**src/fcdp_params.svh**
```systemverilog
/*
 Timing counts, field positions and mode codes for the fast comm controller
 data-pin layer. Included by the package, the cell transmitter and the top module.
*/
`ifndef FCDP_PARAMS_SVH
`define FCDP_PARAMS_SVH
`define FCDP_CELL_OCTETS   53
`define FCDP_CNT_W         6
`define FCDP_IDLE_OCTET    8'h00
`define FCDP_HDR_IDLE_LAST 8'h01
`define FCDP_HDR_OCTETS    4
`define FCDP_MODE_GPIO     3'h0
`define FCDP_MODE_CELL     3'h1
`define FCDP_MODE_NIBBLE   3'h2
`define FCDP_MODE_SERIAL   3'h3
`define FCDP_MODE_DMANUM   3'h4
`define FCDP_DIR_TX        1'b0
`define FCDP_DIR_RX        1'b1
`define FCDP_NIB_BIT0      0
`define FCDP_SER_BIT       0
`endif

```
**src/fcdp_pkg.sv**
```systemverilog
/*
 Types for the fast comm controller data-pin layer.
 Assumes the parameter header is on the include path.
*/
`include "fcdp_params.svh"
package fcdp_pkg;
   typedef enum logic [2:0]
   {
      FCDP_GPIO   = `FCDP_MODE_GPIO,
      FCDP_CELL   = `FCDP_MODE_CELL,
      FCDP_NIBBLE = `FCDP_MODE_NIBBLE,
      FCDP_SERIAL = `FCDP_MODE_SERIAL,
      FCDP_DMANUM = `FCDP_MODE_DMANUM
   } fcdp_mode_t;

   typedef struct packed
   {
      logic       valid;
      logic [4:0] module_code;
      logic       direction;
   } fcdp_dma_t;

   typedef struct packed
   {
      logic [6:0] out;
      logic [6:0] oe_n;
   } fcdp_pins_t;
endpackage : fcdp_pkg

```
**src/fcdp_sync.sv**
```systemverilog
/*
 Two flip-flop synchroniser for pin inputs.
 Assumes the input is asynchronous to clk_i; only the second stage is used.
*/
`timescale 1ns/10ps
module fcdp_sync
   import fcdp_pkg::*;
#(
   parameter int W = 7
)
(
   input  wire logic         clk_i,  // System clock
   input  wire logic         rst_i,  // Synchronous reset
   input  wire logic [W-1:0] d_i,    // Asynchronous input
   output logic      [W-1:0] q_o     // Synchronised output
);
   logic [W-1:0] s1_q;
   logic [W-1:0] s1_d;
   logic [W-1:0] s2_q;
   logic [W-1:0] s2_d;

   always_comb
   begin
      s1_d = d_i;
      s2_d = s1_q;
   end

   always_ff @(posedge clk_i)
   begin
      if (rst_i)
      begin
         s1_q <= '0;
         s2_q <= '0;
      end
      else
      begin
         s1_q <= s1_d;
         s2_q <= s2_d;
      end
   end

   assign q_o = s2_q;
endmodule : fcdp_sync

```
**src/fcdp_cell_tx.sv**
```systemverilog
/*
 Cell transmitter: emits 53-octet cells, filling with idle cells when the
 user has no payload cell ready. Assumes the user offers whole cells.
*/
`timescale 1ns/10ps
`include "fcdp_params.svh"
module fcdp_cell_tx
   import fcdp_pkg::*;
(
   input  wire logic       clk_i,    // System clock
   input  wire logic       rst_i,    // Synchronous reset
   input  wire logic       en_i,     // Cell mode active
   input  wire logic       valid_i,  // User octet valid
   input  wire logic [7:0] data_i,   // User octet
   output logic            ready_o,  // User octet taken
   output logic [7:0]      octet_o,  // Octet on bus
   output logic            sof_o,    // First octet of cell
   output logic            idle_o    // Current cell is idle
);
   logic [`FCDP_CNT_W-1:0] cnt_q, cnt_d;
   logic                   idle_q, idle_d;
   logic [7:0]             oct_q, oct_d;
   logic                   sof_q, sof_d;
   logic                   start;
   logic                   cur_idle;

   always_comb
   begin
      start    = (cnt_q == '0);
      cur_idle = start ? !valid_i : idle_q;
      cnt_d    = cnt_q;
      idle_d   = idle_q;
      oct_d    = oct_q;
      sof_d    = 1'b0;
      ready_o  = 1'b0;
      if (en_i)
      begin
         idle_d = cur_idle;
         sof_d  = start;
         if (cnt_q == 6'(`FCDP_CELL_OCTETS - 1))
            cnt_d = '0;
         else
            cnt_d = cnt_q + 6'h01;
         if (cur_idle)
            oct_d = (cnt_q == 6'(`FCDP_HDR_OCTETS - 1)) ? `FCDP_HDR_IDLE_LAST
                                                       : `FCDP_IDLE_OCTET;
         else
         begin
            oct_d   = data_i;
            ready_o = 1'b1;
         end
      end
      else
         cnt_d = '0;
   end

   always_ff @(posedge clk_i)
   begin
      if (rst_i)
      begin
         cnt_q  <= '0;
         idle_q <= 1'b1;
         oct_q  <= '0;
         sof_q  <= 1'b0;
      end
      else
      begin
         cnt_q  <= cnt_d;
         idle_q <= idle_d;
         oct_q  <= oct_d;
         sof_q  <= sof_d;
      end
   end

   assign octet_o = oct_q;
   assign sof_o   = sof_q;
   assign idle_o  = idle_q;
endmodule : fcdp_cell_tx

```
**src/fcdp_top.sv**
```systemverilog
/*
 Data-pin layer of the first fast comm controller on port A pins 18..12.
 Muxes cell, nibble, serial and DMA module-number functions onto shared pins.
 Assumes the pins are resolved by the bench from out/oe_n; one clock.
*/
`timescale 1ns/10ps
`include "fcdp_params.svh"
module fcdp_top
   import fcdp_pkg::*;
(
   input  wire logic       clk_i,          // 10 MHz system clock
   input  wire logic       rst_i,          // Synchronous reset, high
   input  wire fcdp_mode_t mode_i,         // Selected pin function
   input  wire logic [6:0] gpio_out_i,     // GPIO output values, pins 18..12
   input  wire logic [6:0] gpio_dir_i,     // GPIO direction, 1 = output
   output logic      [6:0] gpio_in_o,      // GPIO sampled inputs
   input  wire logic       cell_valid_i,   // User transmit octet valid
   input  wire logic [7:0] cell_data_i,    // User transmit octet
   output logic            cell_ready_o,   // User transmit octet taken
   output logic [7:0]      cell_tx_o,      // Transmit cell bus
   output logic            cell_tx_sof_o,  // Transmit first octet
   output logic            cell_tx_idle_o, // Transmit cell is idle fill
   input  wire logic       rx_enb_i,       // Receive enable, from controller
   input  wire logic       rx_clav_i,      // PHY cell available (pin)
   input  wire logic [7:0] cell_rx_i,      // Receive cell bus (pins)
   output logic            rx_enb_n_o,     // Receive enable to PHY, low active
   output logic [7:0]      cell_rx_o,      // Received octet
   output logic            cell_rx_vld_o,  // Received octet valid
   output logic            cell_rx_sof_o,  // Received first octet of cell
   input  wire logic [3:0] nib_tx_i,       // Nibble to transmit
   output logic [3:0]      nib_tx_o,       // Transmit nibble bus
   input  wire logic [3:0] nib_rx_i,       // Receive nibble bus (pins)
   output logic [3:0]      nib_rx_o,       // Received nibble
   input  wire logic       ser_tx_i,       // Serial bit to transmit
   output logic            ser_rx_o,       // Received serial bit
   input  wire fcdp_dma_t  dma_i,          // Serial DMA transfer descriptor
   input  wire logic [6:0] pin_in_i,       // Port pins 18..12 input level
   output fcdp_pins_t      pins_o          // Port pins 18..12 drive, oe low
);
   logic [6:0]             pin_s;
   logic [7:0]             crx_s;
   logic [3:0]             nrx_s;
   logic                   clav_s;
   logic [7:0]             txoct;
   logic                   txsof;
   logic                   txidle;
   logic [`FCDP_CNT_W-1:0] rcnt_q, rcnt_d;
   logic [7:0]             rdat_q, rdat_d;
   logic                   rvld_q, rvld_d;
   logic                   rsof_q, rsof_d;
   logic                   renb_q, renb_d;
   logic                   rfst_q, rfst_d;
   logic                   cap1_q, cap1_d;
   logic                   fst1_q, fst1_d;
   logic                   cap2_q, cap2_d;
   logic                   fst2_q, fst2_d;
   logic [3:0]             ntx_q, ntx_d;
   logic [3:0]             nrx_q, nrx_d;
   logic                   stx_q, stx_d;
   logic                   srx_q, srx_d;
   logic [5:0]             mnum_q, mnum_d;
   fcdp_pins_t             pins_q, pins_d;
   logic [6:0]             gin_q, gin_d;

   // Port pins and cell/nibble receive buses all come from outside
   fcdp_sync #(.W(7)) u_sync_pin
   (
      .clk_i (clk_i),
      .rst_i (rst_i),
      .d_i   (pin_in_i),
      .q_o   (pin_s)
   );

   fcdp_sync #(.W(13)) u_sync_rx
   (
      .clk_i (clk_i),
      .rst_i (rst_i),
      .d_i   ({rx_clav_i, cell_rx_i, nib_rx_i}),
      .q_o   ({clav_s, crx_s, nrx_s})
   );

   fcdp_cell_tx u_cell_tx
   (
      .clk_i   (clk_i),
      .rst_i   (rst_i),
      .en_i    (mode_i == FCDP_CELL),
      .valid_i (cell_valid_i),
      .data_i  (cell_data_i),
      .ready_o (cell_ready_o),
      .octet_o (txoct),
      .sof_o   (txsof),
      .idle_o  (txidle)
   );

   // Receive framing: octets are counted as enables are issued, so a cell
   // ends after exactly 53 enables and the next cell needs a fresh clav.
   always_comb
   begin
      rcnt_d = rcnt_q;
      renb_d = 1'b0;
      rfst_d = 1'b0;
      if (mode_i == FCDP_CELL)
      begin
         // Start a cell only once the PHY reports a complete one
         renb_d = rx_enb_i && (rcnt_q != '0 || clav_s);
         rfst_d = renb_d && (rcnt_q == '0);
         if (renb_d)
         begin
            if (rcnt_q == 6'(`FCDP_CELL_OCTETS - 1))
               rcnt_d = '0;
            else
               rcnt_d = rcnt_q + 6'h01;
         end
      end
      else
         rcnt_d = '0;
   end

   always_ff @(posedge clk_i)
   begin
      if (rst_i)
      begin
         rcnt_q <= '0;
         renb_q <= 1'b0;
         rfst_q <= 1'b0;
      end
      else
      begin
         rcnt_q <= rcnt_d;
         renb_q <= renb_d;
         rfst_q <= rfst_d;
      end
   end

   // Octets driven during an enable cycle reach crx_s two edges later, through
   // the synchroniser, so the capture strobe is delayed by the same two edges.
   // Sampling on renb_q directly would take the released bus instead of data.
   always_comb
   begin
      cap1_d = renb_q;
      fst1_d = rfst_q;
      cap2_d = cap1_q;
      fst2_d = fst1_q;
      rdat_d = rdat_q;
      rvld_d = 1'b0;
      rsof_d = 1'b0;
      if (cap2_q)
      begin
         rdat_d = crx_s;
         rvld_d = 1'b1;
         rsof_d = fst2_q;
      end
   end

   always_ff @(posedge clk_i)
   begin
      if (rst_i)
      begin
         cap1_q <= 1'b0;
         fst1_q <= 1'b0;
         cap2_q <= 1'b0;
         fst2_q <= 1'b0;
         rdat_q <= '0;
         rvld_q <= 1'b0;
         rsof_q <= 1'b0;
      end
      else
      begin
         cap1_q <= cap1_d;
         fst1_q <= fst1_d;
         cap2_q <= cap2_d;
         fst2_q <= fst2_d;
         rdat_q <= rdat_d;
         rvld_q <= rvld_d;
         rsof_q <= rsof_d;
      end
   end

   // Pin mux: one function per pin at a time. Pin index 6 is pin 18.
   always_comb
   begin
      ntx_d  = ntx_q;
      nrx_d  = nrx_q;
      stx_d  = stx_q;
      srx_d  = srx_q;
      mnum_d = mnum_q;
      gin_d  = gin_q;
      pins_d.out  = '0;
      pins_d.oe_n = '1;
      unique case (mode_i)
         FCDP_GPIO:
         begin
            pins_d.out  = gpio_out_i;
            pins_d.oe_n = ~gpio_dir_i;
            gin_d       = pin_s;
         end
         FCDP_CELL:
         begin
            // Only pin 18 carries transmit bit 7 here; rest of octet on bus
            pins_d.out[6]  = txoct[7];
            pins_d.oe_n[6] = 1'b0;
         end
         FCDP_NIBBLE:
         begin
            ntx_d          = nib_tx_i;
            nrx_d          = nrx_s;
            pins_d.out[6]  = nib_tx_i[`FCDP_NIB_BIT0];
            pins_d.oe_n[6] = 1'b0;
         end
         FCDP_SERIAL:
         begin
            stx_d          = ser_tx_i;
            srx_d          = pin_s[5];
            pins_d.out[6]  = ser_tx_i;
            pins_d.oe_n[6] = 1'b0;
         end
         FCDP_DMANUM:
         begin
            // Pins 13,12 carry code bits 2,3
            mnum_d = dma_i.valid ? {dma_i.direction, dma_i.module_code}
                                 : 6'h00;
            pins_d.out[1:0]  = {mnum_d[2], mnum_d[3]};
            pins_d.oe_n[1:0] = 2'b00;
         end
         default:
         begin
            // Unused mode codes leave every pin released
            pins_d.oe_n = '1;
         end
      endcase
   end

   always_ff @(posedge clk_i)
   begin
      if (rst_i)
      begin
         ntx_q  <= '0;
         nrx_q  <= '0;
         stx_q  <= 1'b0;
         srx_q  <= 1'b0;
         mnum_q <= '0;
         gin_q  <= '0;
         pins_q <= '{out: 7'h00, oe_n: 7'h7f};
      end
      else
      begin
         ntx_q  <= ntx_d;
         nrx_q  <= nrx_d;
         stx_q  <= stx_d;
         srx_q  <= srx_d;
         mnum_q <= mnum_d;
         gin_q  <= gin_d;
         pins_q <= pins_d;
      end
   end

   assign cell_tx_o      = txoct;
   assign cell_tx_sof_o  = txsof;
   assign cell_tx_idle_o = txidle;
   assign rx_enb_n_o     = ~renb_q;
   assign cell_rx_o      = rdat_q;
   assign cell_rx_vld_o  = rvld_q;
   assign cell_rx_sof_o  = rsof_q;
   assign nib_tx_o       = ntx_q;
   assign nib_rx_o       = nrx_q;
   assign ser_rx_o       = srx_q;
   assign gpio_in_o      = gin_q;
   assign pins_o         = pins_q;
endmodule : fcdp_top

```
**config.mk**
```make
export PLATFORM = sky130hd
export DESIGN_NAME = fcdp_top
export DESIGN_NICKNAME = d
export VERILOG_FILES = /design/src/fcdp_pkg.sv /design/src/fcdp_sync.sv /design/src/fcdp_cell_tx.sv /design/src/fcdp_top.sv
export VERILOG_INCLUDE_DIRS = /design/src /design/src/src
export SDC_FILE = /design/constraint.sdc
export NUM_CORES = 1
export LEC_CHECK = 0
export BUFFER_PORTS_ARGS = -buffer_cell sky130_fd_sc_hd__buf_2
export CAP_MARGIN = 20
export CORE_ASPECT_RATIO = 0.7
export CORE_MARGIN = 5
export CORE_UTILIZATION = 45
export DETAILED_ROUTE_END_ITERATION = 10
export GPL_TIMING_DRIVEN = 0
export PLACE_DENSITY = 0.72
export SYNTH_ARGS = -nofsm -noshare
export SYNTH_HDL_FRONTEND = slang
export SYNTH_HIERARCHICAL = 1
export SYNTH_SLANG_ARGS = --single-unit
```
**constraint.sdc**
```tcl
create_clock -name clk_i -period 2 [get_ports clk_i]
set_input_delay 0.3 -clock clk_i [delete_from_list [all_inputs] [get_ports clk_i]]
set_output_delay 0.3 -clock clk_i [all_outputs]
set_load 0.005 [all_outputs]
```
==> results by group <==
Synthesis
  – Synth cell types: 50
  – Synthesized cell area: approximately 3600 um^2
  – Synth top area cells: dfxtp_1, mux2i_1, nor2b_1
  – Area leader, netlist: dfxtp_1
  – Yosys top cell area share: 0.594
  – Post-synthesis cell count: ~330
  – Synth Area in XOR/XNOR: 0.00962
  – Number of synthesized flops with an enable pin: 0
  – Seq cells post-synth: 108
  – Compound-Gate Fraction of Synth Area: 0.0611
  – Simple-gate share of the synthesized area: 0.222
  – Largest family of logic cells by synthesized area: simple AND/OR/NAND/NOR gates
  – Synth warn: 6
  – Post-synth ARST share: 0
  – Top_reg_cell synth: dfxtp_1
  – Syn_nets: between 300 and 400
  – Syn avg cell area: around 11 um^2
  – Multiplexer share of the synthesized area: 0.0687
  – Register area share after synthesis: 0.594
  – Post-synthesis adder-cell area fraction: 0.0137

Global route
  – First-pass GRT wire length: roughly 13,000 um
  – Largest net degree at the start of global routing: 19
  – Initial antenna violation count: 0
  – GRT Overall Usage: 0.158
  – Vias in the first global route: approximately 2,700
  – GR Overflow Total: 0

Timing
  – Fin Hold WS: approximately 0.12 ns
  – Crit path time final: just under 2 ns
  – Fmax: 503 MHz
  – Layout Skew: between 0.006 and 0.007 ns
  – Final Hold Vio Count: 0
  – Period utilization: 0.994
  – Fin. max-slew vios: 0
  – Normalized max-slew margin: 0.329
  – Worst Tran Pin Value: between 0.9 and 1 ns
  – RSZ-0062 raised after global routing: yes
  – Number of setup violations in the final report: 0

Clock network
  – Clk slew on worst S/H paths: ~0.060 ns
  – Later-pin clock latency in the skew report: about 0.34 ns
  – Clk sinks: between 100 and 150
  – CTS tree: yes
  – H-tree depth: 3
  – TritonCTS Buffers: 9
  – CTS Buffer Depth: 2
  – Root Buffer: clkbuf_16

Floorplan
  – Total core area: 7870 um^2
  – Initial core utilization: 0.463
  – Chip height: around 85 um
  – Die ar.: ~10,000 um^2
  – Boundary Pins: ~110
  – Num rows: 27
  – Die Span X: around 120 um

Detailed routing
  – DR pass1 iterations: 4
  – Vias: about 2,700
  – Vias per cell: roughly 4.7
  – 1st-iter DRT viols: 90
  – ANT nets after route: 0
  – DRC: 0
  – Detailed Route WL: between 7000 and 8000 um
  – Wirelength per Cell: between 10 and 15 um

Outcome
  – Status: completed

Placed design
  – Placement Cell Area: around 4300 um^2
  – GPL Wtd Cong: 0.807
  – Buffers on Ports: about 110
  – Final HPWL DP: roughly 5500 um
  – Placed cells: 538

Worst setup path
  – Worst setup EP type: output pin
  – Crit-path cells: nor4_4, a21oi_2, or2_1, and2_4, buf_6
  – Critical Path Start Type: flop
  – Required @ worst endpoint: about 1.7 ns
  – WP buf/inv: 1
  – Critical path arrival: 1.69 ns
  – Largest delay share family, worst path: simple AND/OR/NAND/NOR gates
  – Slowest CP cell: dfxtp_4
  – Crit Path Class: reg2out
  – Largest stage delay on the critical path: roughly 0.36 ns
  – Critical-path maximum fanout: 5

Power and ir drop
  – P per Cell Area: roughly 900 nW/um^2
  – Peak supply drop: slightly above 0.6 mV
  – Lkg Pwr: approximately 2.0 nW

Layout
  – Nets@finish: between 500 and 600
  – Ant. Diodes: 0
  – Finished Layout Cells: 565
  – Area delta synth->final: 29.5%
  – Layout cells sized above 1: 0.356
  – Final Cell Area: between 4000 and 5000 um^2

Worst hold path
  – Hold Crit Class: in2reg

Flow run
  – Total of max-cap violations: 0
final cells by class:
| type | count | area, um^2 |
|---|---|---|
| Timing Repair Buffer | 120 | 644 |
| Clock buffer | 12 | 236 |
| Inverter | 6 | 22.5 |
| Sequential cell | 108 | 2170 |
| Clock inverter | 4 | 50.0 |
| Fill cell | 685 | 3150 |
| Buffer | 14 | 80.1 |
| Tap cell | 101 | 126 |
| Multi-Input combinational cell | 200 | 1390 |
synthesized netlist by cell type (all sizes together), types with 2 or more instances:
master and n:
nand2 12, a21boi 2, and3 3, or4b 2, and2b 5, nor2b 40
and2 6, xor2 2, a211o 2, o21ai 4, nor3 4, inv 6
a21oi 5, or3 4, dfxtp 108, nand3 7, nor2 35, mux2i 25
nand4 3, xnor2 2, ha 4, a31oi 2, buf 9, a32o 8
or2 2, nor3b 3, nor4 2, nand2b 5, clkbuf 6
state kept, by name (all words and copies together) (netlist names), 4 cells and up:
register	flops
u_sync_pin/q_o	7
u_sync_pin/s1_q	7
u_cell_tx/octet_o	8
rcnt_q	6
gpio_in_o	7
cell_rx_o	8
u_sync_rx/s1_q	13
u_sync_rx/q_o	13
u_cell_tx/cnt_q	6
pins_o	14
nib_tx_o	4
nib_rx_o	4
cells by family after synthesis:
| group | Yosys count |
|---|---|
| AND/OR/NAND/NOR | 138 |
| XOR/XNOR | 4 |
| adder cells (fa/ha/maj) | 4 |
| buffers and inverters | 21 |
| AO/OA/AOI/OAI | 29 |
| flip-flops | 108 |
| multiplexers | 25 |
placed cells by master (no fill, tap or decap), types with 2 or more instances in the layout:
cell / Yosys / routed
and3_2: 2 / 2
buf_2: 4 / 111
nor3b_1: 3 / 2
or3_1: 4 / 4
a21oi_1: 4 / 4
xor2_1: 2 / 2
mux2i_1: 25 / 25
nor2_1: 35 / 35
nand2b_1: 5 / 5
nor2b_1: 30 / 30
a32o_1: 8 / 8
o21ai_0: 3 / 3
a211o_1: 2 / 2
xnor2_1: 2 / 2
and2b_1: 5 / 5
nand3_1: 7 / 7
nand4_1: 3 / 3
nand2_1: 12 / 12
dfxtp_4: 0 / 2
nor3_1: 3 / 3
buf_6: 3 / 5
a21boi_0: 2 / 2
dfxtp_2: 0 / 2
inv_1: 6 / 6
nor2b_2: 10 / 10
clkbuf_16: 0 / 9
clkinvlp_4: 0 / 2
buf_4: 2 / 12
and2_1: 6 / 5
clkbuf_1: 6 / 9
ha_1: 4 / 3
a31oi_1: 2 / 2
dfxtp_1: 108 / 104
per-layer routing:
metal,vias up,track usage,wire length [um]
li1,1370,-,-
met1,1238,0.189,3510
met2,65,0.260,3550
met3,8,0.0666,528
met4,0,0.0531,95
met5,-,0,0
worst register-to-register path: cells and delay by family, from the launching register on:
family          cells  cell delay, ns
buf+inv             6            0.70
compound gates      3            0.37
flops               1            0.36
simple gates        1            0.34
stage by stage:
stage          utilization  setup TNS, ns  setup WS, ns  power (mW)
2_1_floorplan            -              0         0.318        2.38
3_3_place_gp         0.547          -3.32        -0.346        2.49
3_5_place_dp         0.547          -4.17        -0.410        2.49
4_1_cts              0.599        -0.0581       -0.0427        4.19
5_1_grt              0.599        -0.0552       -0.0444        4.31
6_report             0.599              0        0.0130        4.13
report_power, final:
part,leakage [nW],total (mW),switching [mW],internal [mW]
combinational,1.01,0.225,0.109,0.117
clock,0.133,1.69,0.720,0.969
sequential,0.884,2.22,0.0155,2.20
total,2.03,4.13,0.844,3.29
timing repair:
action | CTS | global route
hold buffers | 0 | 0
pin swaps | 4 | 5
resized for setup | 10 | 3
buffers inserted | 11 | 2
endpoints found under the setup margin | 7 | 2
path summary, 6_finish.rpt:
kind	cells after the start	end	startpoint	slack [ns]
worst max-delay path	5	cell_ready_o	u_cell_tx/cnt_q[2]	0.01
worst min-delay path	2	pins_o[4]	gpio_dir_i[4]	0.12
worst max register to register	10	u_cell_tx/octet_o[0]	u_cell_tx/cnt_q[2]	0.11
worst min register to register	1	cell_rx_sof_o	fst2_q	0.43
Note: power is estimated with default switching activity, not from simulation.
